`src/design/sbc_pkg.sv`:
```
package sbc_pkg;

  // ----------------------------------------------------------------
  // Register bus geometry
  // ----------------------------------------------------------------
  localparam int unsigned SBC_AW = 2;
  localparam int unsigned SBC_DW = 8;

  // ----------------------------------------------------------------
  // Register offsets
  // ----------------------------------------------------------------
  localparam logic [SBC_AW-1:0] SBC_OFS_CTRL    = 2'h0; // serial_bus_control
  localparam logic [SBC_AW-1:0] SBC_OFS_MODE    = 2'h1; // serial_mode_register
  localparam logic [SBC_AW-1:0] SBC_OFS_IRQ_ST  = 2'h2; // sticky event status
  localparam logic [SBC_AW-1:0] SBC_OFS_IRQ_MSK = 2'h3; // event mask

  // ----------------------------------------------------------------
  // serial_bus_control fields
  // ----------------------------------------------------------------
  localparam int unsigned SBC_B_FREE_TRIG = 0;
  localparam int unsigned SBC_B_CMD_TRIG  = 1;
  localparam int unsigned SBC_B_FREE_DET  = 2;
  localparam int unsigned SBC_B_CMD_DET   = 3;
  localparam int unsigned SBC_B_ACK_TRIG  = 4;
  localparam int unsigned SBC_B_ACK_AUTO  = 5;
  localparam int unsigned SBC_B_ACK_DET   = 6;
  localparam int unsigned SBC_B_BUSY_EN   = 7;

  // ----------------------------------------------------------------
  // serial_mode_register fields
  // ----------------------------------------------------------------
  localparam int unsigned SBC_B_CHAN_EN = 7;

  // ----------------------------------------------------------------
  // Event status / mask fields
  // ----------------------------------------------------------------
  localparam int unsigned SBC_IRQ_N     = 4;
  localparam int unsigned SBC_E_CMD     = 0;
  localparam int unsigned SBC_E_FREE    = 1;
  localparam int unsigned SBC_E_ACK     = 2;
  localparam int unsigned SBC_E_DONE    = 3;

  // ----------------------------------------------------------------
  // Reset values and frame timing
  // ----------------------------------------------------------------
  localparam logic [SBC_DW-1:0]    SBC_CTRL_RST = 8'h00;
  localparam logic [SBC_DW-1:0]    SBC_MODE_RST = 8'h00;
  localparam logic [SBC_IRQ_N-1:0] SBC_MSK_RST  = 4'h0;
  localparam int unsigned          SBC_FRAME_BITS = 8;  // data bits before acknowledge

endpackage

```
`src/design/sbc_ctrl.sv`:
```
// Operation
// - Command flag clears on start, release, disable, reset
// - Manual ack: trigger drives at next falling
// - Auto ack set early: ack at ninth falling
// - Auto ack set late: ack next falling
// - Ack flag clears at first falling after new start, disable
// - Ack flag sets on sampled ack after transfer
// - Busy disable stops busy at next falling
// - Busy enabled: busy after acknowledge bit
// - New transfer ends busy; enable kept
// - Trigger bits 0, 1, 4 read zero
// - Status bits 2, 3, 6 are read-only
// - Free-bus trigger sets output latch, self-clears
// - Mode bit 7 zero stops channel, clears flags
//
// Design decisions made here: the plain strobed port and the register offsets.
`timescale 1ns/10ps
`default_nettype none

module sbc_ctrl #(
  parameter int unsigned FRAME_BITS = sbc_pkg::SBC_FRAME_BITS
) (
  input  wire logic                         clk_sys,    // System clock, 100 MHz
  input  wire logic                         rst,        // Async reset, active high
  input  wire logic [sbc_pkg::SBC_AW-1:0]   reg_addr,   // Register address
  input  wire logic [sbc_pkg::SBC_DW-1:0]   reg_wdata,  // Register write data
  input  wire logic                         reg_wr,     // Write strobe
  input  wire logic                         reg_rd,     // Read strobe
  output logic      [sbc_pkg::SBC_DW-1:0]   reg_rdata,  // Read data, cycle after strobe
  input  wire logic                         xfer_start, // Transfer start pulse
  input  wire logic                         sck_in,     // Serial clock pin level
  input  wire logic                         sda_in,     // Serial data line level
  output logic                              sda_out,    // Data line drive value
  output logic                              sda_oe,     // Data line drive enable
  output logic                              xfer_done,  // Frame data bits complete
  output logic                              irq         // Level interrupt
);
  import sbc_pkg::*;

  localparam int unsigned CW = 4;
  localparam logic [CW-1:0] FRAME_CNT = CW'(FRAME_BITS);
  localparam logic [CW-1:0] ACK_CNT   = CW'(FRAME_BITS + 1);

  initial begin
    if (FRAME_BITS < 1 || FRAME_BITS > 13) begin
      $error("FRAME_BITS out of range");
    end
  end

  // ----------------------------------------------------------------
  // Pin synchronisers
  // ----------------------------------------------------------------
  logic sck_s1_ff, sck_s2_ff, sck_s3_ff;
  logic sda_s1_ff, sda_s2_ff, sda_s3_ff;
  logic nxt_sck_s1, nxt_sck_s2, nxt_sck_s3;
  logic nxt_sda_s1, nxt_sda_s2, nxt_sda_s3;

  always_comb begin
    nxt_sck_s1 = sck_in;
    nxt_sck_s2 = sck_s1_ff;
    nxt_sck_s3 = sck_s2_ff;
    nxt_sda_s1 = sda_in;
    nxt_sda_s2 = sda_s1_ff;
    nxt_sda_s3 = sda_s2_ff;
  end

  always_ff @(posedge clk_sys or posedge rst) begin
    if (rst) begin
      sck_s1_ff <= 1'b1;
      sck_s2_ff <= 1'b1;
      sck_s3_ff <= 1'b1;
      sda_s1_ff <= 1'b1;
      sda_s2_ff <= 1'b1;
      sda_s3_ff <= 1'b1;
    end else begin
      sck_s1_ff <= nxt_sck_s1;
      sck_s2_ff <= nxt_sck_s2;
      sck_s3_ff <= nxt_sck_s3;
      sda_s1_ff <= nxt_sda_s1;
      sda_s2_ff <= nxt_sda_s2;
      sda_s3_ff <= nxt_sda_s3;
    end
  end

  logic sck_rise;
  logic sck_fall;
  logic bus_cmd;
  logic bus_free;

  assign sck_rise = sck_s2_ff & ~sck_s3_ff;
  assign sck_fall = ~sck_s2_ff & sck_s3_ff;
  // Data edges while the clock stays high mark bus conditions
  assign bus_cmd  = sck_s2_ff & sck_s3_ff & sda_s3_ff & ~sda_s2_ff;
  assign bus_free = sck_s2_ff & sck_s3_ff & ~sda_s3_ff & sda_s2_ff;

  // ----------------------------------------------------------------
  // Control and handshake state
  // ----------------------------------------------------------------
  logic [SBC_DW-1:0]    mode_ff, nxt_mode;
  logic                 ack_auto_ff, nxt_ack_auto;
  logic                 busy_en_ff, nxt_busy_en;
  logic                 cmd_det_ff, nxt_cmd_det;
  logic                 free_det_ff, nxt_free_det;
  logic                 ack_det_ff, nxt_ack_det;
  logic                 ack_pend_ff, nxt_ack_pend;
  logic                 ack_drv_ff, nxt_ack_drv;
  logic                 busy_drv_ff, nxt_busy_drv;
  logic                 busy_off_ff, nxt_busy_off;
  logic                 acknowledge_detected_clr_ff, nxt_acknowledge_detected_clr;
  logic                 so_latch_ff, nxt_so_latch;
  logic                 in_xfer_ff, nxt_in_xfer;
  logic [CW-1:0]        rise_cnt_ff, nxt_rise_cnt;
  logic [CW-1:0]        fall_cnt_ff, nxt_fall_cnt;
  logic                 done_ff, nxt_done;
  logic [SBC_IRQ_N-1:0] irq_st_ff, nxt_irq_st;
  logic [SBC_IRQ_N-1:0] irq_msk_ff, nxt_irq_msk;
  logic [SBC_DW-1:0]    rdata_ff, nxt_rdata;

  logic                 chan_en;
  logic                 wr_ctrl;
  logic [SBC_IRQ_N-1:0] ev;

  assign chan_en = mode_ff[SBC_B_CHAN_EN];
  assign wr_ctrl = reg_wr && (reg_addr == SBC_OFS_CTRL);

  always_comb begin
    nxt_mode     = mode_ff;
    nxt_ack_auto = ack_auto_ff;
    nxt_busy_en  = busy_en_ff;
    nxt_cmd_det  = cmd_det_ff;
    nxt_free_det = free_det_ff;
    nxt_ack_det  = ack_det_ff;
    nxt_ack_pend = ack_pend_ff;
    nxt_ack_drv  = ack_drv_ff;
    nxt_busy_drv = busy_drv_ff;
    nxt_busy_off = busy_off_ff;
    nxt_acknowledge_detected_clr = acknowledge_detected_clr_ff;
    nxt_so_latch = so_latch_ff;
    nxt_in_xfer  = in_xfer_ff;
    nxt_rise_cnt = rise_cnt_ff;
    nxt_fall_cnt = fall_cnt_ff;
    nxt_done     = 1'b0;
    nxt_irq_msk  = irq_msk_ff;
    ev           = '0;

    // Register writes; status bits 2, 3 and 6 are never taken
    if (reg_wr && reg_addr == SBC_OFS_MODE) begin
      nxt_mode = reg_wdata;
    end else if (wr_ctrl) begin
      nxt_busy_en  = reg_wdata[SBC_B_BUSY_EN];
      nxt_ack_auto = reg_wdata[SBC_B_ACK_AUTO];
      if (reg_wdata[SBC_B_ACK_TRIG]) begin
        nxt_ack_pend = 1'b1;
      end
      // Auto ack enabled after the data bits: answer on next falling
      if (reg_wdata[SBC_B_ACK_AUTO] && !ack_auto_ff
          && rise_cnt_ff >= FRAME_CNT) begin
        nxt_ack_pend = 1'b1;
      end
      if (!reg_wdata[SBC_B_BUSY_EN] && busy_en_ff) begin
        nxt_busy_off = 1'b1;
      end
      if (reg_wdata[SBC_B_FREE_TRIG]) begin
        nxt_so_latch = 1'b1;
      end else if (reg_wdata[SBC_B_CMD_TRIG]) begin
        nxt_so_latch = 1'b0;
      end
    end else if (reg_wr && reg_addr == SBC_OFS_IRQ_MSK) begin
      nxt_irq_msk = reg_wdata[SBC_IRQ_N-1:0];
    end

    // Bus conditions
    if (bus_cmd) begin
      nxt_cmd_det = 1'b1;
      ev[SBC_E_CMD] = 1'b1;
    end
    if (bus_free) begin
      nxt_free_det = 1'b1;
      nxt_cmd_det  = 1'b0;
      ev[SBC_E_FREE] = 1'b1;
    end

    // Serial clock rising: count bits, sample remote acknowledge
    if (sck_rise && in_xfer_ff) begin
      if (rise_cnt_ff < ACK_CNT) begin
        nxt_rise_cnt = rise_cnt_ff + 1'b1;
      end
      if (rise_cnt_ff == FRAME_CNT - 1'b1) begin
        nxt_done = 1'b1;
        ev[SBC_E_DONE] = 1'b1;
      end
      if (rise_cnt_ff == FRAME_CNT && !sda_s2_ff && !ack_drv_ff) begin
        nxt_ack_det = 1'b1;
        ev[SBC_E_ACK] = 1'b1;
      end
    end

    // Serial clock falling: ack and busy drive change here, apart from start and channel-off clears
    if (sck_fall) begin
      if (in_xfer_ff && fall_cnt_ff < ACK_CNT) begin
        nxt_fall_cnt = fall_cnt_ff + 1'b1;
      end
      if (acknowledge_detected_clr_ff) begin
        nxt_ack_det  = 1'b0;
        nxt_acknowledge_detected_clr = 1'b0;
      end
      if (busy_off_ff) begin
        nxt_busy_drv = 1'b0;
        nxt_busy_off = 1'b0;
      end
      if (ack_drv_ff) begin
        // One clock of acknowledge, then busy if enabled
        nxt_ack_drv  = 1'b0;
        nxt_busy_drv = busy_en_ff && !busy_off_ff;
      end else if (ack_pend_ff) begin
        nxt_ack_drv  = 1'b1;
        nxt_ack_pend = 1'b0;
      end else if (ack_auto_ff && in_xfer_ff
                   && fall_cnt_ff == FRAME_CNT) begin
        nxt_ack_drv = 1'b1;
      end
    end

    // A new transfer releases busy; the enable bit stays as written
    if (xfer_start) begin
      nxt_in_xfer  = 1'b1;
      nxt_rise_cnt = '0;
      nxt_fall_cnt = '0;
      nxt_busy_drv = 1'b0;
      nxt_busy_off = 1'b0;
      nxt_acknowledge_detected_clr = 1'b1;
      nxt_cmd_det  = 1'b0;
      nxt_free_det = 1'b0;
    end

    // Channel stopped: handshake state returns to idle; auto ack and busy enable stay as written
    if (!chan_en) begin
      nxt_cmd_det  = 1'b0;
      nxt_free_det = 1'b0;
      nxt_ack_det  = 1'b0;
      nxt_ack_pend = 1'b0;
      nxt_ack_drv  = 1'b0;
      nxt_busy_drv = 1'b0;
      nxt_busy_off = 1'b0;
      nxt_acknowledge_detected_clr = 1'b0;
      nxt_so_latch = 1'b1;
      nxt_in_xfer  = 1'b0;
      nxt_rise_cnt = '0;
      nxt_fall_cnt = '0;
      nxt_done     = 1'b0;
      ev           = '0;
    end
  end

  // ----------------------------------------------------------------
  // Event status: write one to clear, a new event wins
  // ----------------------------------------------------------------
  logic [SBC_IRQ_N-1:0] st_clr;

  always_comb begin
    st_clr = '0;
    if (reg_wr && reg_addr == SBC_OFS_IRQ_ST) begin
      st_clr = reg_wdata[SBC_IRQ_N-1:0];
    end
    nxt_irq_st = (irq_st_ff & ~st_clr) | ev;
  end

  // ----------------------------------------------------------------
  // Read path
  // ----------------------------------------------------------------
  always_comb begin
    nxt_rdata = '0;
    if (reg_rd) begin
      if (reg_addr == SBC_OFS_CTRL) begin
        // Triggers act at once and so always read back zero
        nxt_rdata[SBC_B_FREE_TRIG] = 1'b0;
        nxt_rdata[SBC_B_CMD_TRIG]  = 1'b0;
        nxt_rdata[SBC_B_ACK_TRIG]  = 1'b0;
        nxt_rdata[SBC_B_FREE_DET]  = free_det_ff;
        nxt_rdata[SBC_B_CMD_DET]   = cmd_det_ff;
        nxt_rdata[SBC_B_ACK_AUTO]  = ack_auto_ff;
        nxt_rdata[SBC_B_ACK_DET]   = ack_det_ff;
        nxt_rdata[SBC_B_BUSY_EN]   = busy_en_ff;
      end else if (reg_addr == SBC_OFS_MODE) begin
        nxt_rdata = mode_ff;
      end else if (reg_addr == SBC_OFS_IRQ_ST) begin
        nxt_rdata[SBC_IRQ_N-1:0] = irq_st_ff;
      end else begin
        nxt_rdata[SBC_IRQ_N-1:0] = irq_msk_ff;
      end
    end
  end

  always_ff @(posedge clk_sys or posedge rst) begin
    if (rst) begin
      mode_ff     <= SBC_MODE_RST;
      ack_auto_ff <= SBC_CTRL_RST[SBC_B_ACK_AUTO];
      busy_en_ff  <= SBC_CTRL_RST[SBC_B_BUSY_EN];
      cmd_det_ff  <= SBC_CTRL_RST[SBC_B_CMD_DET];
      free_det_ff <= SBC_CTRL_RST[SBC_B_FREE_DET];
      ack_det_ff  <= SBC_CTRL_RST[SBC_B_ACK_DET];
      ack_pend_ff <= 1'b0;
      ack_drv_ff  <= 1'b0;
      busy_drv_ff <= 1'b0;
      busy_off_ff <= 1'b0;
      acknowledge_detected_clr_ff <= 1'b0;
      so_latch_ff <= 1'b1;
      in_xfer_ff  <= 1'b0;
      rise_cnt_ff <= '0;
      fall_cnt_ff <= '0;
      done_ff     <= 1'b0;
      irq_st_ff   <= '0;
      irq_msk_ff  <= SBC_MSK_RST;
      rdata_ff    <= '0;
    end else begin
      mode_ff     <= nxt_mode;
      ack_auto_ff <= nxt_ack_auto;
      busy_en_ff  <= nxt_busy_en;
      cmd_det_ff  <= nxt_cmd_det;
      free_det_ff <= nxt_free_det;
      ack_det_ff  <= nxt_ack_det;
      ack_pend_ff <= nxt_ack_pend;
      ack_drv_ff  <= nxt_ack_drv;
      busy_drv_ff <= nxt_busy_drv;
      busy_off_ff <= nxt_busy_off;
      acknowledge_detected_clr_ff <= nxt_acknowledge_detected_clr;
      so_latch_ff <= nxt_so_latch;
      in_xfer_ff  <= nxt_in_xfer;
      rise_cnt_ff <= nxt_rise_cnt;
      fall_cnt_ff <= nxt_fall_cnt;
      done_ff     <= nxt_done;
      irq_st_ff   <= nxt_irq_st;
      irq_msk_ff  <= nxt_irq_msk;
      rdata_ff    <= nxt_rdata;
    end
  end

  // ----------------------------------------------------------------
  // Outputs
  // ----------------------------------------------------------------
  // Open-drain line: only ever pulled low, released otherwise
  assign sda_out   = 1'b0;
  assign sda_oe    = chan_en & (ack_drv_ff | busy_drv_ff | ~so_latch_ff);
  assign xfer_done = done_ff;
  assign reg_rdata = rdata_ff;
  assign irq       = |(irq_st_ff & irq_msk_ff);

endmodule

`default_nettype wire

```
`config.mk`:
```
export PLATFORM = sky130hd
export DESIGN_NAME = sbc_ctrl
export DESIGN_NICKNAME = d
export VERILOG_FILES = /design/src/design/sbc_pkg.sv /design/src/design/sbc_ctrl.sv
export SDC_FILE = /design/constraint.sdc
export NUM_CORES = 1
export LEC_CHECK = 0
export BUFFER_PORTS_ARGS = -buffer_cell sky130_fd_sc_hd__buf_2
export CORE_ASPECT_RATIO = 1.75
export CORE_MARGIN = 2
export CORE_UTILIZATION = 39
export CTS_CLUSTER_SIZE = 16
export DETAILED_ROUTE_END_ITERATION = 10
export PLACE_DENSITY_LB_ADDON = 0.05
export SYNTH_ARGS = -nofsm -noshare
export SYNTH_HDL_FRONTEND = slang
export SYNTH_SLANG_ARGS = --single-unit
```
`constraint.sdc`:
```
create_clock -name clk_sys -period 2 [get_ports clk_sys]
set_clock_uncertainty 0.1 [all_clocks]
set_input_delay 0.1 -clock clk_sys [delete_from_list [all_inputs] [get_ports clk_sys]]
set_output_delay 0.1 -clock clk_sys [all_outputs]
set_load 0.02 [all_outputs]
```
Word level (Yosys, flattened, before mapping)
Cells that the tools add are included.
W data, S select, Z words.

operators by class
  reductions and logical operators = 27
  multiplexer cells = 69
  bitwise operators = 21
  add/sub/neg operators = 2
  $lt $le $gt $ge = 3
  equal/unequal tests = 18

operators by type and width
  operator               count
  $mux W1                53
  $mux W4                13
  $mux W8                2
  $logic_and A1 B1 Y1    14
  $ne A3 B2 Y1 const B   3
  $ne A3 B3 Y1 const B   3
  $add A4 B1 Y4 const B  2
  $and A1 B1 Y1          8
  $and A4 B4 Y4          2
  $eq A4 B4 Y1 const B   2
  $lt A4 B4 Y1 const B   2
  $reduce_and A2 Y1      4
  $not A1 Y1             7
  $ne A2 B2 Y1 const B   3
  $reduce_and A3 Y1      2
  $logic_not A1 Y1       5
  $eq A2 B2 Y1 const B   2
  $eq A4 B3 Y1 const B   1
  $ge A4 B4 Y1 const B   1
  $ne A4 B2 Y1 const B   1
  $ne A4 B4 Y1 const B   1
  $not A4 Y4             1
  $or A4 B4 Y4           1
  $reduce_or A4 Y1       1
  other kinds (5)        6

word-level totals
  flip-flop bits (word level) = 51

Longest topological paths before layout
  word-level depth = 10
  gate-level depth with buffers = 5

Least setup slack after synthesis
Ideal clock, no wire load.

  path kind = flip-flop to flip-flop
  start point = reg sck_s3_ff
  end point = reg fall_cnt_ff[2]
  buffers on the path = 1
  period minus slack after synthesis = 1429 ps
  arrival = 1209 ps
  data required time = 1780 ps
  stages on the path, launching flop included = 5
  setup slack = 571 ps
  cell sequence = dfstp_2 -> nand2b_4 -> buf_6 -> o311a_1 -> a31o_1

between the ends
  word-level cells in the longest chain between the ends = 3

RTL lines
  element                             line             RTL
  from (decl)                         sbc_ctrl.sv:53   logic sck_s1_ff, sck_s2_ff, sck_s3_ff;
  from (signal assigned)              sbc_ctrl.sv:78   sck_s3_ff <= nxt_sck_s3;
  $and A1 B1 Y1                       sbc_ctrl.sv:91   assign sck_fall = ~sck_s2_ff & sck_s3_ff;
  $ne A3 B3 Y1 (no source line)       --
  $reduce_and A2 Y1 (no source line)  --
  to (signal assigned)                sbc_ctrl.sv:330  fall_cnt_ff <= nxt_fall_cnt;
  to (decl)                           sbc_ctrl.sv:113  logic [CW-1:0] fall_cnt_ff, nxt_fall_cnt;

No other way between the ends.
A chain may end at the register's enable or synchronous reset.

Worst setup path in the final report
  start point = reg mode_ff[7]
  end point = out sda_oe

between the ends
  word-level cells in the longest chain between the ends = 1

RTL lines
  element                 line             RTL
  from (decl)             sbc_ctrl.sv:99   logic [SBC_DW-1:0] mode_ff, nxt_mode;
  from (signal assigned)  sbc_ctrl.sv:316  mode_ff <= nxt_mode;
  $and A1 B1 Y1           sbc_ctrl.sv:343  assign sda_oe = chan_en & (ack_drv_ff | busy_drv_ff | ~so_latch_ff);
  to (decl)               sbc_ctrl.sv:34   output logic sda_oe,

No other way between the ends.

==> qor.yml <==
maxCapViolations: 0
ys_ff_latch: 51
worst_pin_slew_ps: 563
core.rowCount: 37
pin_count: 29
finalSetupViolCount: 0
dr.max_layer_used: "met4"
firstDrtPassIters: 4
grt_max_degree: 28
gr-total-overflow: 0
crit_type: "reg -> out"
multi_input_comb_area_sq_um: 968
p_leak_nw: 1.28
fill_cells: 585
grt_antenna_before_repair: 0
met3_length_microns: 135
syn_to_final_growth_pct: 18.2
diodes: 0
route.vias.total: 1615
slew_headroom_pct: 62.4
cts-resized-gates: 0
insertion_delay_ps: 300
gp_congestion: 0.780
postRouteAntennaNets: 0
clockBufferDepth: 2
drtIter0Drc: 69
design_area_sq_um: 2780
wl_met2_mm: 2.86
dp_cells: 294
crit_path_start_kind: "flop"
synth_nets: 218
total_power_mw: 2.24
postSynth.asyncResetShare_pct: 100
clkTransAtPathRegs_ps: 100
cts_buffers: 5
grt_usage_pct: 16.4
syn_avg_cell_area_sq_um: 12.0
yosysSeqAreaShare_pct: 54.5
worstPathArrival_ps: 1400
final_hold_viol_count: 0
period_needed_ps: 1600
outcome: "finished clean"
layout.nets: 258
period_share_pct: 79.9
cp_data_required_time_ps: 1800
port_buffers: 27
place_area_sq_um: 2550
viasPerCell: 5.14
worstHoldPathType: "in -> reg"
wl_met1_mm: 1.95
synth_area_sq_um: 2360
die_width_microns: 62.8
synth_edf_count: 0
slew_violations: 0
finalNonFillerCells: 314
drive_gt1_share_pct: 25.4
rsz0062_at_grt: "no"
yosysWarnings: 0
place_hpwl_mm: 3.77
grt_pass1_wl_mm: 8.58
grt_pass1_vias: 1738
endpoint_kind: "output pin"
setup_tns_ps: 0
routed_wl_mm: 5.03
crit_fanout: 11
max_freq_mhz: 626
ff_latch_area_sq_um: 1280
root_buffer: "clkbuf_8"
powerDensity_nw_per_um2: 805
wl_per_cell_microns: 16.0
vdd_drop_max_v: 0.000463
cts_tree: "yes"
cts.sinks: 51
start_util_pct: 40.1
yosys_most_used_dff: "dfrtp_1"
postSynthCellCount: 196
synthDistinctLibCells: 49
die_area_sq_um: 6700
die_h_microns: 107
htree_levels: 2
drc: 0
core_area_sq_um: 5880
final_util_pct: 47.4
-- repair_timing --
action	4_1_cts	5_1_grt
hold endpoints to repair	42	0
hold buffers	13	0
setup buffers	0	0
-- metrics by stage --
step	setup WS (ps)	hold WS, ps
6_report	403	158
2_1_floorplan	571	4.48
3_3_place_gp	560	80.4
4_1_cts	413	160
5_1_grt	279	165
3_5_place_dp	490	87.6
-- final cells by class --
cell class / count / share of cell area, %
inverter: 11 / 1.48
clock inverter: 2 / 1.35
sequential: 51 / 46.2
timing repair buffer: 41 / 10.2
tap: 78 / 3.51
multi-input combinational: 126 / 34.8
clock buffer: 5 / 2.47
-- report_power, final --
group | internal [mW] | switching [mW]
sequential | 1.13 | 0.0777
combinational | 0.150 | 0.168
clock | 0.366 | 0.351
-- worst max-delay path, stage by stage, from the launching register on --
cell and delay, ps:
dfrtp_1 580, inv_2 140, a21oi_1 180, buf_2 190
-- final timing paths --
check | slack [ps] | start | end | cells past startpoint
hold reg to reg | 260 | nxt_sck_s2 | nxt_sck_s3 | 0
hold / removal | 160 | reg_addr[1] | reg_rdata[1] | 3
setup / recovery | 400 | mode_ff[7] | sda_oe | 3
max in group asynchronous | 900 | rst | so_latch_ff | 4
min in group asynchronous | 290 | rst | xfer_done | 3
setup reg to reg | 490 | fall_cnt_ff[0] | fall_cnt_ff[0] | 5
-- registers in the layout, indices dropped and copies added, names as in the netlist, 4 cells and up --
register / cells
mode_ff: 8
reg_rdata: 8
fall_cnt_ff: 4
irq_msk_ff: 4
irq_st_ff: 4
rise_cnt_ff: 4
-- cells in the mapped netlist (all sizes together) (3+ instances only) --
library cell / instances / share of area [%]
mux2i: 7 / 3.0
inv: 11 / 1.8
ha: 5 / 2.7
nor2b: 4 / 1.4
nand2: 20 / 3.3
a32o: 3 / 1.3
nor2: 16 / 2.5
buf: 6 / 2.3
a21oi: 5 / 1.2
a22oi: 5 / 1.6
and2: 3 / 0.80
and3b: 3 / 1.1
dfstp: 7 / 7.8
dfrtp: 44 / 47
o21ai: 3 / 0.64
nand2b: 5 / 1.6
mux2: 15 / 7.2
o311a: 3 / 1.3
and3: 3 / 0.80
-- cells by family (layout without fill, tap and decap cells) --
kind of cell | Yosys count | after routing | share of synthesized area (%)
compound gates | 31 | 31 | 10.6
xor+xnor | 1 | 1 | 0.372
fa+ha+maj | 5 | 5 | 2.66
buf+inv | 19 | 59 | 4.35
flops | 51 | 51 | 54.5
mux | 24 | 24 | 12.1
other cells | 1 | 1 | 0.159
simple gates | 64 | 64 | 15.2
-- cell usage in the layout, fill, tap and decap left out, drive strengths merged, types with 4 or more instances in the layout --
cell type and count:
inv 11, nor2b 4, nand2 20, ha 5
clkbuf 5, mux2i 7, a21oi 5, nor2 16
buf 28, a22oi 5, mux2 15, dfstp 7
dfrtp 44, dlygate4sd3 13, nand2b 5
-- per-layer routing --
| layer | track usage [%] | up-vias |
|---|---|---|
| met3 | 2.41 | 8 |
| met2 | 31.0 | 33 |
| met5 | 0 | - |
| li1 | - | 764 |
| met4 | 5.71 | 0 |
| met1 | 18.7 | 810 |
(Power assumes the default switching activity.)
